`config.mk`:
```
export PLATFORM = sky130hd
export DESIGN_NAME = gic_regs
export DESIGN_NICKNAME = d
export VERILOG_FILES = /design/src/gic_pkg.sv /design/src/gic_regs.sv /design/src/gic_miss_cnt.sv
export VERILOG_INCLUDE_DIRS = /design/src
export SDC_FILE = /design/constraint.sdc
export NUM_CORES = 1
export LEC_CHECK = 0
export ABC_AREA = 1
export BUFFER_PORTS_ARGS = -buffer_cell sky130_fd_sc_hd__buf_2
export CELL_PAD_IN_SITES_DETAIL_PLACEMENT = 0
export CELL_PAD_IN_SITES_GLOBAL_PLACEMENT = 1
export CORE_MARGIN = 1
export CORE_UTILIZATION = 25
export CTS_BUF_LIST = sky130_fd_sc_hd__clkbuf_2 sky130_fd_sc_hd__clkbuf_4 sky130_fd_sc_hd__clkbuf_8
export DETAILED_ROUTE_END_ITERATION = 8
export PLACE_DENSITY = 0.59
export SETUP_SLACK_MARGIN = 0.15
export SYNTH_ARGS = -nofsm -noshare
export SYNTH_HDL_FRONTEND = slang
export SYNTH_SLANG_ARGS = --single-unit
```
`constraint.sdc`:
```
create_clock -name clk_i -period 2.6 [get_ports clk_i]
set_input_delay 0.13 -clock clk_i [delete_from_list [all_inputs] [get_ports clk_i]]
set_output_delay 0.13 -clock clk_i [all_outputs]
set_load 0.05 [all_outputs]
```
`src/gic_cfg.svh`:
```
// Purpose: Offsets, field positions, reset values and counts of the genlock and input registers.
// Assumes: Byte-wide registers reached by sub address.
// Notes:   Definitions only.
`ifndef GIC_CFG_SVH
`define GIC_CFG_SVH

`define GIC_ADDR_GENLOCK   8'h04
`define GIC_ADDR_ANALOG    8'h05
`define GIC_GENLOCK_RST    8'h09
`define GIC_ANALOG_RST     8'h10
`define GIC_UNMAPPED_DATA  8'h00

`define GIC_BIT_ASPECT     7
`define GIC_BIT_FREEZE     6
`define GIC_BIT_DUTY       5
`define GIC_BIT_LINE_TIME  4
`define GIC_BIT_HMISS_SEL  3
`define GIC_BIT_VMISS_SEL  2
`define GIC_CLKF_MSB       1
`define GIC_CLKF_LSB       0

`define GIC_LLG_MSB        7
`define GIC_LLG_LSB        6
`define GIC_GAIN_MSB       5
`define GIC_GAIN_LSB       4
`define GIC_BIT_AA_BYPASS  3
`define GIC_SRC_MSB        2
`define GIC_SRC_LSB        0

`define GIC_H_MISS_LONG    12
`define GIC_V_MISS_LONG    3
`define GIC_MISS_CNT_W     8

`endif

```
`src/gic_pkg.sv`:
```
// Purpose: Types shared by the genlock and input control logic.
// Assumes: Codes match the register fields.
// Notes:   Reserved codes are listed so decoders can name them.
package gic_pkg;

    typedef enum logic [2:0] {
        GIC_FMT_YC16  = 3'h0,
        GIC_FMT_YC8   = 3'h1,
        GIC_FMT_EMB8  = 3'h2,
        GIC_FMT_RGB15 = 3'h3,
        GIC_FMT_RGB16 = 3'h4
    } gic_fmt_t;

    typedef enum logic [1:0] {
        GIC_GAIN_UNITY  = 2'h0,
        GIC_GAIN_AUTO   = 2'h1,
        GIC_GAIN_FIXED  = 2'h2,
        GIC_GAIN_FREEZE = 2'h3
    } gic_gain_t;

    typedef enum logic [1:0] {
        GIC_LLG_AUTO   = 2'h0,
        GIC_LLG_KEEP   = 2'h1,
        GIC_LLG_RELOCK = 2'h2,
        GIC_LLG_RSVD   = 2'h3
    } gic_llg_t;

    typedef enum logic [1:0] {
        GIC_FRZ_RUN,
        GIC_FRZ_PEND,
        GIC_FRZ_HOLD,
        GIC_FRZ_RESUME
    } gic_frz_state_t;

endpackage

```
`src/gic_regs.sv`:
```
// Purpose: Genlock timing control and analog input control registers with their effects.
// Assumes: Sub-address port decoded from the serial control interface, same clock.
// Notes:   Video timing events are one-cycle pulses from the timing core.
`timescale 1ns/1ps
`include "gic_cfg.svh"
module gic_regs
    import gic_pkg::*;
#(
    parameter int H_MISS_LONG = `GIC_H_MISS_LONG,
    parameter int V_MISS_LONG = `GIC_V_MISS_LONG
) (
    input  wire logic       clk_i,
    input  wire logic       rst_i,
    input  wire logic [7:0] addr_i,
    input  wire logic       wr_en_i,
    input  wire logic       rd_en_i,
    input  wire logic [7:0] wdata_i,
    output logic      [7:0] rdata_o,
    input  wire logic [2:0] out_format_i,
    input  wire logic       field_end_i,
    input  wire logic       field_start_i,
    input  wire logic       active_video_i,
    input  wire logic       active_line_i,
    input  wire logic       pixel_phase_i,
    input  wire logic       line_lock_i,
    input  wire logic       normal_strobe_i,
    input  wire logic       pixel_clock_in_i,
    input  wire logic       hsync_expect_i,
    input  wire logic       hsync_seen_i,
    input  wire logic       vsync_expect_i,
    input  wire logic       vsync_seen_i,
    input  wire logic       sync_loss_i,
    input  wire logic       lock_achieved_i,
    output logic            square_pixel_o,
    output logic            timing_frozen_o,
    output logic            pixel_valid_strobe_o,
    output logic            h_acquire_o,
    output logic            v_acquire_o,
    output logic      [1:0] clock_freq_o,
    output logic      [1:0] gain_mode_o,
    output logic            aa_bypass_o,
    output logic      [1:0] source_sel_o
);
    logic [7:0]     genlock_r;
    logic [7:0]     analog_r;
    logic [1:0]     gain_nxt;
    logic           relock_r;
    gic_frz_state_t frz_r;
    logic           pclk_meta_r;
    logic           pclk_sync_r;
    logic           strobe_nxt;
    logic           wide_fmt;
    logic           narrow_fmt;
    logic [1:0]     gain_fld;
    logic [1:0]     llg_fld;

    function automatic logic hit(input logic [7:0] a, input logic [7:0] reg_addr);
        return a == reg_addr;
    endfunction

    assign gain_fld   = analog_r[`GIC_GAIN_MSB:`GIC_GAIN_LSB];
    assign llg_fld    = analog_r[`GIC_LLG_MSB:`GIC_LLG_LSB];
    // Formats decode
    assign wide_fmt   = out_format_i == GIC_FMT_YC16 || out_format_i == GIC_FMT_RGB15
                     || out_format_i == GIC_FMT_RGB16;
    assign narrow_fmt = out_format_i == GIC_FMT_YC8 || out_format_i == GIC_FMT_EMB8;

    // The clock frequency field is stored as written; matching the clock is software's duty.
    always_ff @(posedge clk_i or posedge rst_i) begin
        if (rst_i) begin
            genlock_r <= `GIC_GENLOCK_RST;
        end else if (wr_en_i && hit(addr_i, `GIC_ADDR_GENLOCK)) begin
            genlock_r <= wdata_i;
        end
    end

    // Sync loss rewrite beats a host write of the same cycle.
    always_comb begin
        gain_nxt = gain_fld;
        if (wr_en_i && hit(addr_i, `GIC_ADDR_ANALOG)) begin
            gain_nxt = wdata_i[`GIC_GAIN_MSB:`GIC_GAIN_LSB];
        end
        if (sync_loss_i && gain_fld != GIC_GAIN_AUTO) begin
            case (llg_fld)
                GIC_LLG_AUTO: gain_nxt = GIC_GAIN_AUTO;
                GIC_LLG_KEEP: gain_nxt = gain_nxt;
                GIC_LLG_RELOCK: begin
                    if (gain_fld == GIC_GAIN_FREEZE) begin
                        gain_nxt = GIC_GAIN_AUTO;
                    end
                end
                default: gain_nxt = gain_nxt;
            endcase
        end
    end

    always_ff @(posedge clk_i or posedge rst_i) begin
        if (rst_i) begin
            analog_r <= `GIC_ANALOG_RST;
        end else begin
            if (wr_en_i && hit(addr_i, `GIC_ADDR_ANALOG)) begin
                analog_r[`GIC_LLG_MSB:`GIC_LLG_LSB] <= wdata_i[`GIC_LLG_MSB:`GIC_LLG_LSB];
                analog_r[`GIC_BIT_AA_BYPASS:0]     <= wdata_i[`GIC_BIT_AA_BYPASS:0];
            end
            analog_r[`GIC_GAIN_MSB:`GIC_GAIN_LSB] <= gain_nxt;
        end
    end

    // Relock mode stays automatic until the lock arrives after a loss.
    always_ff @(posedge clk_i or posedge rst_i) begin
        if (rst_i) begin
            relock_r <= 1'b0;
        end else if (sync_loss_i) begin
            relock_r <= 1'b1;
        end else if (lock_achieved_i) begin
            relock_r <= 1'b0;
        end
    end

    always_ff @(posedge clk_i or posedge rst_i) begin
        if (rst_i) begin
            gain_mode_o <= GIC_GAIN_AUTO;
        end else if (llg_fld == GIC_LLG_RELOCK && relock_r && gain_fld != GIC_GAIN_AUTO) begin
            gain_mode_o <= GIC_GAIN_AUTO;
        end else begin
            gain_mode_o <= gain_fld;
        end
    end

    always_ff @(posedge clk_i or posedge rst_i) begin
        if (rst_i) begin
            rdata_o <= `GIC_UNMAPPED_DATA;
        end else if (rd_en_i) begin
            if (hit(addr_i, `GIC_ADDR_GENLOCK)) begin
                rdata_o <= genlock_r;
            end else if (hit(addr_i, `GIC_ADDR_ANALOG)) begin
                rdata_o <= analog_r;
            end else begin
                rdata_o <= `GIC_UNMAPPED_DATA;
            end
        end
    end

    // Freezing waits for the field boundary so a field is never cut short.
    always_ff @(posedge clk_i or posedge rst_i) begin
        if (rst_i) begin
            frz_r <= GIC_FRZ_RUN;
        end else begin
            case (frz_r)
                GIC_FRZ_RUN: begin
                    if (genlock_r[`GIC_BIT_FREEZE]) frz_r <= GIC_FRZ_PEND;
                end
                GIC_FRZ_PEND: begin
                    if (!genlock_r[`GIC_BIT_FREEZE]) frz_r <= GIC_FRZ_RUN;
                    else if (field_end_i) frz_r <= GIC_FRZ_HOLD;
                end
                GIC_FRZ_HOLD: begin
                    if (!genlock_r[`GIC_BIT_FREEZE]) frz_r <= GIC_FRZ_RESUME;
                end
                GIC_FRZ_RESUME: begin
                    if (genlock_r[`GIC_BIT_FREEZE]) frz_r <= GIC_FRZ_HOLD;
                    else if (field_start_i) frz_r <= GIC_FRZ_RUN;
                end
                default: frz_r <= GIC_FRZ_RUN;
            endcase
        end
    end

    always_ff @(posedge clk_i or posedge rst_i) begin
        if (rst_i) begin
            pclk_meta_r <= 1'b0;
            pclk_sync_r <= 1'b0;
        end else begin
            pclk_meta_r <= pixel_clock_in_i;
            pclk_sync_r <= pclk_meta_r;
        end
    end

    // The clock AND uses the sampled clock, so its edges lag the pin by two cycles.
    always_comb begin
        strobe_nxt = 1'b0;
        if (wide_fmt) begin
            strobe_nxt = genlock_r[`GIC_BIT_LINE_TIME] | (active_video_i & active_line_i);
            strobe_nxt = strobe_nxt & (genlock_r[`GIC_BIT_DUTY] ? line_lock_i
                                                              : pixel_phase_i);
        end else if (narrow_fmt) begin
            strobe_nxt = normal_strobe_i & (~genlock_r[`GIC_BIT_LINE_TIME] | pclk_sync_r);
        end
    end

    always_ff @(posedge clk_i or posedge rst_i) begin
        if (rst_i) begin
            pixel_valid_strobe_o <= 1'b0;
            timing_frozen_o      <= 1'b0;
            square_pixel_o       <= 1'b0;
            clock_freq_o         <= 2'h1;
            aa_bypass_o          <= 1'b0;
            source_sel_o         <= 2'h0;
        end else begin
            pixel_valid_strobe_o <= strobe_nxt;
            timing_frozen_o      <= frz_r == GIC_FRZ_HOLD || frz_r == GIC_FRZ_RESUME;
            square_pixel_o       <= genlock_r[`GIC_BIT_ASPECT];
            clock_freq_o         <= genlock_r[`GIC_CLKF_MSB:`GIC_CLKF_LSB];
            aa_bypass_o          <= analog_r[`GIC_BIT_AA_BYPASS];
            if (!analog_r[`GIC_SRC_MSB]) begin
                source_sel_o <= analog_r[1:0];
            end
        end
    end

    gic_miss_cnt #(.LONG_CNT(H_MISS_LONG), .CNT_W(`GIC_MISS_CNT_W)) u_hmiss (
        .clk_i     (clk_i),
        .rst_i     (rst_i),
        .expect_i  (hsync_expect_i),
        .seen_i    (hsync_seen_i),
        .single_i  (genlock_r[`GIC_BIT_HMISS_SEL]),
        .acquire_o (h_acquire_o)
    );

    gic_miss_cnt #(.LONG_CNT(V_MISS_LONG), .CNT_W(`GIC_MISS_CNT_W)) u_vmiss (
        .clk_i     (clk_i),
        .rst_i     (rst_i),
        .expect_i  (vsync_expect_i),
        .seen_i    (vsync_seen_i),
        .single_i  (genlock_r[`GIC_BIT_VMISS_SEL]),
        .acquire_o (v_acquire_o)
    );
endmodule // gic_regs

```
`src/gic_miss_cnt.sv`:
```
// Purpose: Counts consecutive missing sync pulses and requests lock acquisition.
// Assumes: expect_i marks each slot where a sync pulse is due, same clock.
// Notes:   The count restarts after each request so a long outage requests repeatedly.
`timescale 1ns/1ps
`include "gic_cfg.svh"
module gic_miss_cnt #(
    parameter int LONG_CNT = `GIC_H_MISS_LONG,
    parameter int CNT_W    = `GIC_MISS_CNT_W
) (
    input  wire logic clk_i,
    input  wire logic rst_i,
    input  wire logic expect_i,
    input  wire logic seen_i,
    input  wire logic single_i,
    output logic      acquire_o
);
    logic [CNT_W-1:0] miss_r;
    logic [CNT_W-1:0] limit;

    if (LONG_CNT < 1 || LONG_CNT >= (1 << CNT_W)) begin : g_chk
        $error("LONG_CNT does not fit the counter");
    end

    assign limit = single_i ? CNT_W'(1) : CNT_W'(LONG_CNT);

    always_ff @(posedge clk_i or posedge rst_i) begin
        if (rst_i) begin
            miss_r    <= '0;
            acquire_o <= 1'b0;
        end else begin
            acquire_o <= 1'b0;
            if (expect_i) begin
                if (seen_i) begin
                    miss_r <= '0;
                end else if (miss_r + CNT_W'(1) >= limit) begin
                    miss_r    <= '0;
                    acquire_o <= 1'b1;
                end else begin
                    miss_r <= miss_r + CNT_W'(1);
                end
            end
        end
    end
endmodule // gic_miss_cnt

```
Word-level counts from Yosys, hierarchy flattened
Index checks and enable logic that the tools add are counted.
- logic and storage cells: 90
- output and inout bits: 20
- bits in registers: 57
- bits of input ports: 37
- magnitude comparators: 2
- muxes and demuxes: 31
- bitwise operators: 6
- reductions and logical operators: 14
- equal/unequal tests: 16
- $add $sub $neg: 2
- operators by type and width (kind ; count):
    2-to-1 mux 8 bit ; 6
    2-to-1 mux 2 bit ; 11
    adder 8 x 1 -> 8 bit, second input constant ; 2
    equality test 8 x 3 -> 1 bit, second input constant ; 2
    greater-or-equal comparator 8 bit ; 2
    2-to-1 mux 1 bit ; 11
    equality test 2 bit, second input constant ; 4
    one-hot mux 2 bit (4 select lines) ; 1
    equality test 3 x 2 -> 1 bit, second input constant ; 2
    inequality test 3 bit, second input constant ; 2
    logical AND 1 bit ; 5
    logical NOT 2 bit ; 2
    logical OR 1 bit ; 4
    2-to-1 mux 4 bit ; 1
    inequality test 2 bit, second input constant ; 2
    one-hot mux 2 bit (2 select lines) ; 1
    AND reduction 4 bit ; 1
    AND 1 bit ; 3
    equality test 3 x 1 -> 1 bit, second input constant ; 1
    equality test 3 bit, second input constant ; 1
    logical NOT 3 bit ; 1
    equality test 2 x 1 -> 1 bit, second input constant ; 1
    inequality test 2 x 1 -> 1 bit, second input constant ; 1
    OR 1 bit ; 2
    other kinds (2) ; 2

Longest topological paths before layout
- depth in word-level cells: 6
- mapped depth: 12
- mapped depth without buffers: 12

Hierarchy
Synthesis repeated with hierarchy kept, for this count alone.
- cells, all modules: 343
- area, all modules: 2768.9 µm²
- modules (own cells, without submodules) (module ; instances ; sequential area each (µm²) ; area an instance (µm²) ; cells each):
    gic_regs ; 1 ; 982.2 ; 1726.7 ; 206
    gic_miss_cnt (u_hmiss) ; 1 ; 225.2 ; 600.6 ; 80
    gic_miss_cnt (u_vmiss) ; 1 ; 225.2 ; 441.7 ; 57

Least setup slack after synthesis
No wires, ideal clock.
- path type: register to register
- from: register u_hmiss.miss_r[0]
- to: register u_hmiss.acquire_o
- path slack: 0.949 ns
- data required time: 2.467 ns
- setup time: 0.133 ns
- cell stages (with the launch flop): 12
- clock period less this slack: 1.651 ns
- data arrival time: 1.518 ns
- path through: dfrtp_1 > ha_1 > nand2_1 > inv_1 > nor2_1 > ha_1 > nand2_1 > nand2_1 > nand2_1 > nand2_1 > nor2_1 > a21oi_1
- longest elaborated chain between the ends: 5
- ends and longest elaborated chain (item ; line ; text):
    start, declared ; gic_miss_cnt.sv:17 ; logic [CNT_W-1:0] miss_r;
    start signal, assigned ; gic_miss_cnt.sv:39 ; miss_r <= miss_r + CNT_W'(1);
    adder 8 x 1 -> 8 bit ; gic_miss_cnt.sv:35 ; end else if (miss_r + CNT_W'(1) >= limit) begin
    greater-or-equal comparator 8 bit ; gic_miss_cnt.sv:35 ;
    2-to-1 mux 1 bit ; gic_miss_cnt.sv:35 ;
    2-to-1 mux 1 bit ; gic_miss_cnt.sv:33 ; if (seen_i) begin
    2-to-1 mux 1 bit ; gic_miss_cnt.sv:32 ; if (expect_i) begin
    end signal, assigned ; gic_miss_cnt.sv:29 ; acquire_o <= 1'b0;
    end signal, assigned ; gic_miss_cnt.sv:31 ; acquire_o <= 1'b0;
    end signal, assigned ; gic_miss_cnt.sv:37 ; acquire_o <= 1'b1;
    end, declared ; gic_miss_cnt.sv:15 ; output logic acquire_o
No other way between the ends.
A chain may end at the register's enable or synchronous reset.

Worst setup path after layout
- from: register u_hmiss.miss_r[0]
- to: register u_hmiss.miss_r[2]
- longest elaborated chain between the ends: 4
- ends and longest elaborated chain (item ; line):
    adder 8 x 1 -> 8 bit * ; gic_miss_cnt.sv:35, gic_miss_cnt.sv:39
    greater-or-equal comparator 8 bit ; gic_miss_cnt.sv:35
    2-to-1 mux 8 bit * ; gic_miss_cnt.sv:35
    2-to-1 mux 8 bit * ; gic_miss_cnt.sv:33
Every way passes the cells marked *; elsewhere a longest branch is shown, timed or not.

==> results by stage <==
Run status:
- The run finished with clean final reports.

Routing:
- The detailed-routed wire length on met3 is 280 microns.
- The overall via count from detail_route is between 2000 and 2500.
- The number of detailed-routing iterations run before antenna repair is 4.
- The highest layer touched by signal routing is met4.
- Once detail routing completed, the nets flagged for antenna violations numbered 0.
- The wire length on met1 is 2780 microns.
- The ratio of routed vias to standard cells is 4.12.
- For this run, design rule violations remaining after detail routing come to 0.
- The detailed router finished its first iteration with 33 violations.
- The final wirelength is 5750 microns.
- The per-cell routed wire length is 11.4 microns.
- The routed length on met2 is 2610 microns.

Synth:
- The most common cell in the synthesized netlist is nand2_1.
- The count of mapped cells out of synthesis is 300.
- Counting every net in the synthesized netlist gives 342.
- The synthesized design contains 0 enable-type register cells.
- The cell area after technology mapping is about 2600 sq um.
- The number of synthesized register bits is 57.
- The commonest cells after synthesis are nand2_1, dfrtp_1, nor2_1.
- The warning count from the yosys run is 0.
- The number of different library cells used by synthesis comes to 33.
- The post-synthesis cell type with the largest combined area is dfrtp_1.
- In the post-synthesis netlist, the biggest area contributors are dfrtp_1, nand2_1, nor2_1.
- The mean instance size in the synthesized netlist is roughly 8.7 sq um.
- The sequential cell area fraction in the yosys report is 0.547.
- After synthesis, the share of flip-flops with an asynchronous set or reset is 1.00.
- The share of synthesized area in the top cell type comes to 0.497.
- The commonest register cell after synthesis is dfrtp_1.

Clocking:
- No sink is reached through more buffers than the 2 on the longest clock path.
- The TritonCTS clock tree is yes.
- After clock tree synthesis, the repair step resized 0 gates.
- The library cell used as clock root buffer is clkbuf_8.
- After clock tree synthesis, the clock-pin slew on the worst setup and hold paths is 0.07 ns.
- CTS built an H-tree with a depth of 3.
- The number of buffers inserted during clock tree synthesis is 9.
- The total clock sinks is 57.
- The insertion delay of the later-clocked pin in the worst-skew pair is around 0.33 ns.

Critical path:
- The most prevalent standard cell on the critical path is nand2_1.
- In this run the worst path has a maximum fanout of 5.
- The cell with the largest stage delay on the worst path is dfrtp_1.
- Data on the critical path is required at its endpoint by 2.87 ns.
- The type of the worst setup path is reg -> reg.
- The type of destination of the critical path is a flip-flop.
- The longest individual stage delay on the worst path is ~0.43 ns.
- STA classifies the critical path startpoint as a flip-flop.
- Traced cell by cell, the critical path runs through ha_1 -> nand2_1 -> inv_1 -> nor2_1 -> ha_1 -> nand2_1 -> nand2_1 -> nand2_1 -> nand2_1 -> nor2_1 -> nand3_1 -> nand2_1.
- Data on the critical path arrives at its endpoint at 2.20 ns.

Pwr:
- In this run the power spent charging and discharging nets is 0.699 mW.
- The part of the power in registers is 0.436.
- Power comes to about 2.4 mW.
- The relative contribution of combinational cells to total power is 0.178.
- The internal power of the cells totals roughly 1.7 mW.
- In this run the static leakage power is approximately 1.7 nW.
- The share of total power dissipated in the clock network is 0.385.
- The power per standard cell area is 714 nW/um^2.
- The maximum resistive drop on vdd is approximately 0.28 mV.
- Of the total power, the share spent switching nets is 0.297.

Timing:
- Adding up every negative setup slack in the final design gives 0 ns.
- The number of pins with negative max-slew slack in the final report is 0.
- In this run the tightest slew margin relative to its limit is 0.603.
- The top achievable clock speed is about 520 MHz.
- The part of the cycle the worst path needs is 0.743.
- The total of endpoints with negative setup slack in the final report is 0.
- The setup slack of the critical path after layout is 0.668 ns.
- The final count of hold timing violations is 0.
- The worst-case clock skew is 0.00569 ns.
- At the pin with the least slew margin, the transition time is 0.596 ns.
- The post-layout minimum cycle time is 1.93 ns.
- Setup repair after global routing left no endpoint under its margin.

Floorplanning:
- The floorplan has 36 rows.
- The placeable core region is 9950 sq um.
- The initial utilization of the core area, before any placement, comes to 0.263.
- The die height is 104 microns.
- The die width is 104 microns.
- The die area is 10900 sq um.
- The I/O pin count is 57.

Cells and area:
- The area growth from synthesis to layout is 26.1%.
- The number of diodes is 0.
- The number of inserted filler cells in the final layout is 1053.
- The fraction of layout cells with a size suffix above 1 is 0.263.
- The post-route core utilization is 0.332.
- The number of nets at the end of the flow is 409.

Global routing:
- Across every metal layer, demand over resource in global routing totals 0.118.
- The global-route wire length before repair is 10100 microns.
- The initial antenna violation count came to 0.
- The via count of the first global-routing pass is 2119.
- Entering global routing, the biggest net connects 22 pins.
- The total global routing overflow is 0.

Place:
- The routability-driven placement congestion ratio is 0.730.
- Summed over all nets, the half-perimeter wirelength after detailed placement is 4230 microns.
- The count of input and output buffers is 56.
- The worst slack at placement is about 0.70 ns.

Job:
- The number of violations of the max-capacitance limit is 0.

Min path:
- The worst min-delay path class is in -> reg.
## worst paths after layout
path                                   start                 to  slack, ns  depth (start not counted)
max                        u_hmiss.miss_r[0]  u_hmiss.miss_r[2]       0.67                         12
min                              sync_loss_i           relock_r       0.02                          2
max reg2reg                u_hmiss.miss_r[0]  u_hmiss.miss_r[2]       0.67                         12
min reg2reg                      pclk_meta_r        pclk_sync_r       0.35                          0
max in group asynchronous              rst_i       genlock_r[0]       1.57                          4
min in group asynchronous              rst_i  u_vmiss.acquire_o       0.34                          3
## through the flow
stage          cells  instance area [sq um]  hold slack, ns
6_report         505                   3300          0.0157
3_3_place_gp     485                   3050           0.157
5_1_grt          505                   3300         0.00227
3_5_place_dp     485                   3050           0.164
4_1_cts          505                   3300         0.00195
2_1_floorplan    300                   2620           0.161
## per-layer routing
metal  track usage  up-vias
li1              -     1088
met1         0.146      940
met2         0.186       42
met3        0.0470        9
met4        0.0367        0
met5             0        -
## layout make-up
class                      count  area [sq um]  area share
sequential                    57          1430       0.434
multi-input combinational    195           996       0.302
timing repair buffer          62           335       0.102
tap                          133           166      0.0504
inverter                      42           158      0.0477
clock buffer                  10           131      0.0398
clock inverter                 6          82.6      0.0250
## what timing repair did
| item | in CTS | in global routing |
|---|---|---|
| setup endpoints to repair | 0 | 0 |
| setup buffers | 0 | 0 |
| endpoints found under the hold margin | 18 | 0 |
| hold buffers | 4 | 0 |
## flip-flops by register name, summed over array words and instances (netlist names), named ones only
register	cells
u_hmiss.acquire_o	1
square_pixel_o	1
pclk_meta_r	1
u_vmiss.miss_r	8
analog_r	8
u_hmiss.miss_r	8
u_vmiss.acquire_o	1
clock_freq_o	2
frz_r	1
pixel_valid_strobe_o	1
genlock_r	8
gain_mode_o	2
timing_frozen_o	1
aa_bypass_o	1
pclk_sync_r	1
source_sel_o	2
relock_r	1
rdata_o	8
## cell usage in the layout, fill, tap and decap left out, drive strengths merged, types with 2 or more instances in the layout
cell / synthesis / routed
a21oi: 3 / 3
a31oi: 5 / 5
buf: 3 / 58
bufinv: 0 / 2
clkbuf: 3 / 10
clkinv: 0 / 3
dfrtp: 52 / 52
dfstp: 5 / 5
dlygate4sd3: 0 / 4
ha: 5 / 5
inv: 42 / 42
mux2: 2 / 2
nand2: 67 / 67
nand3: 25 / 25
nand4: 2 / 2
nor2: 47 / 47
nor3: 3 / 3
o211ai: 2 / 2
o21a: 2 / 2
o21ai: 25 / 25
## critical path: cells and delay by family (launching register included)
family | cells | cell delay (ns)
fa+ha+maj | 2 | 0.46
buf+inv | 1 | 0.09
flops | 1 | 0.43
simple gates | 9 | 0.88
## kinds of logic (layout without fill, tap and decap cells)
group	count (synthesis)	count (layout)	synth area share
compound gates	39	39	0.0936
xor+xnor	2	2	0.00669
fa+ha+maj	5	5	0.0239
buf+inv	48	120	0.0726
flops	57	57	0.547
mux	2	2	0.00860
simple gates	147	147	0.247
## power by group through the flow
stage | registers [mW] | clock network, mW | logic, mW
final | 1.03 | 0.908 | 0.420
after global routing | 1.04 | 0.980 | 0.475
after CTS | 1.03 | 0.936 | 0.428
after detailed placement | 1.05 | 0 | 0.423
after global placement | 1.04 | 0 | 0.414
after floorplan | 1.14 | 0 | 0.211
Note: power is estimated with default switching activity, not from simulation.
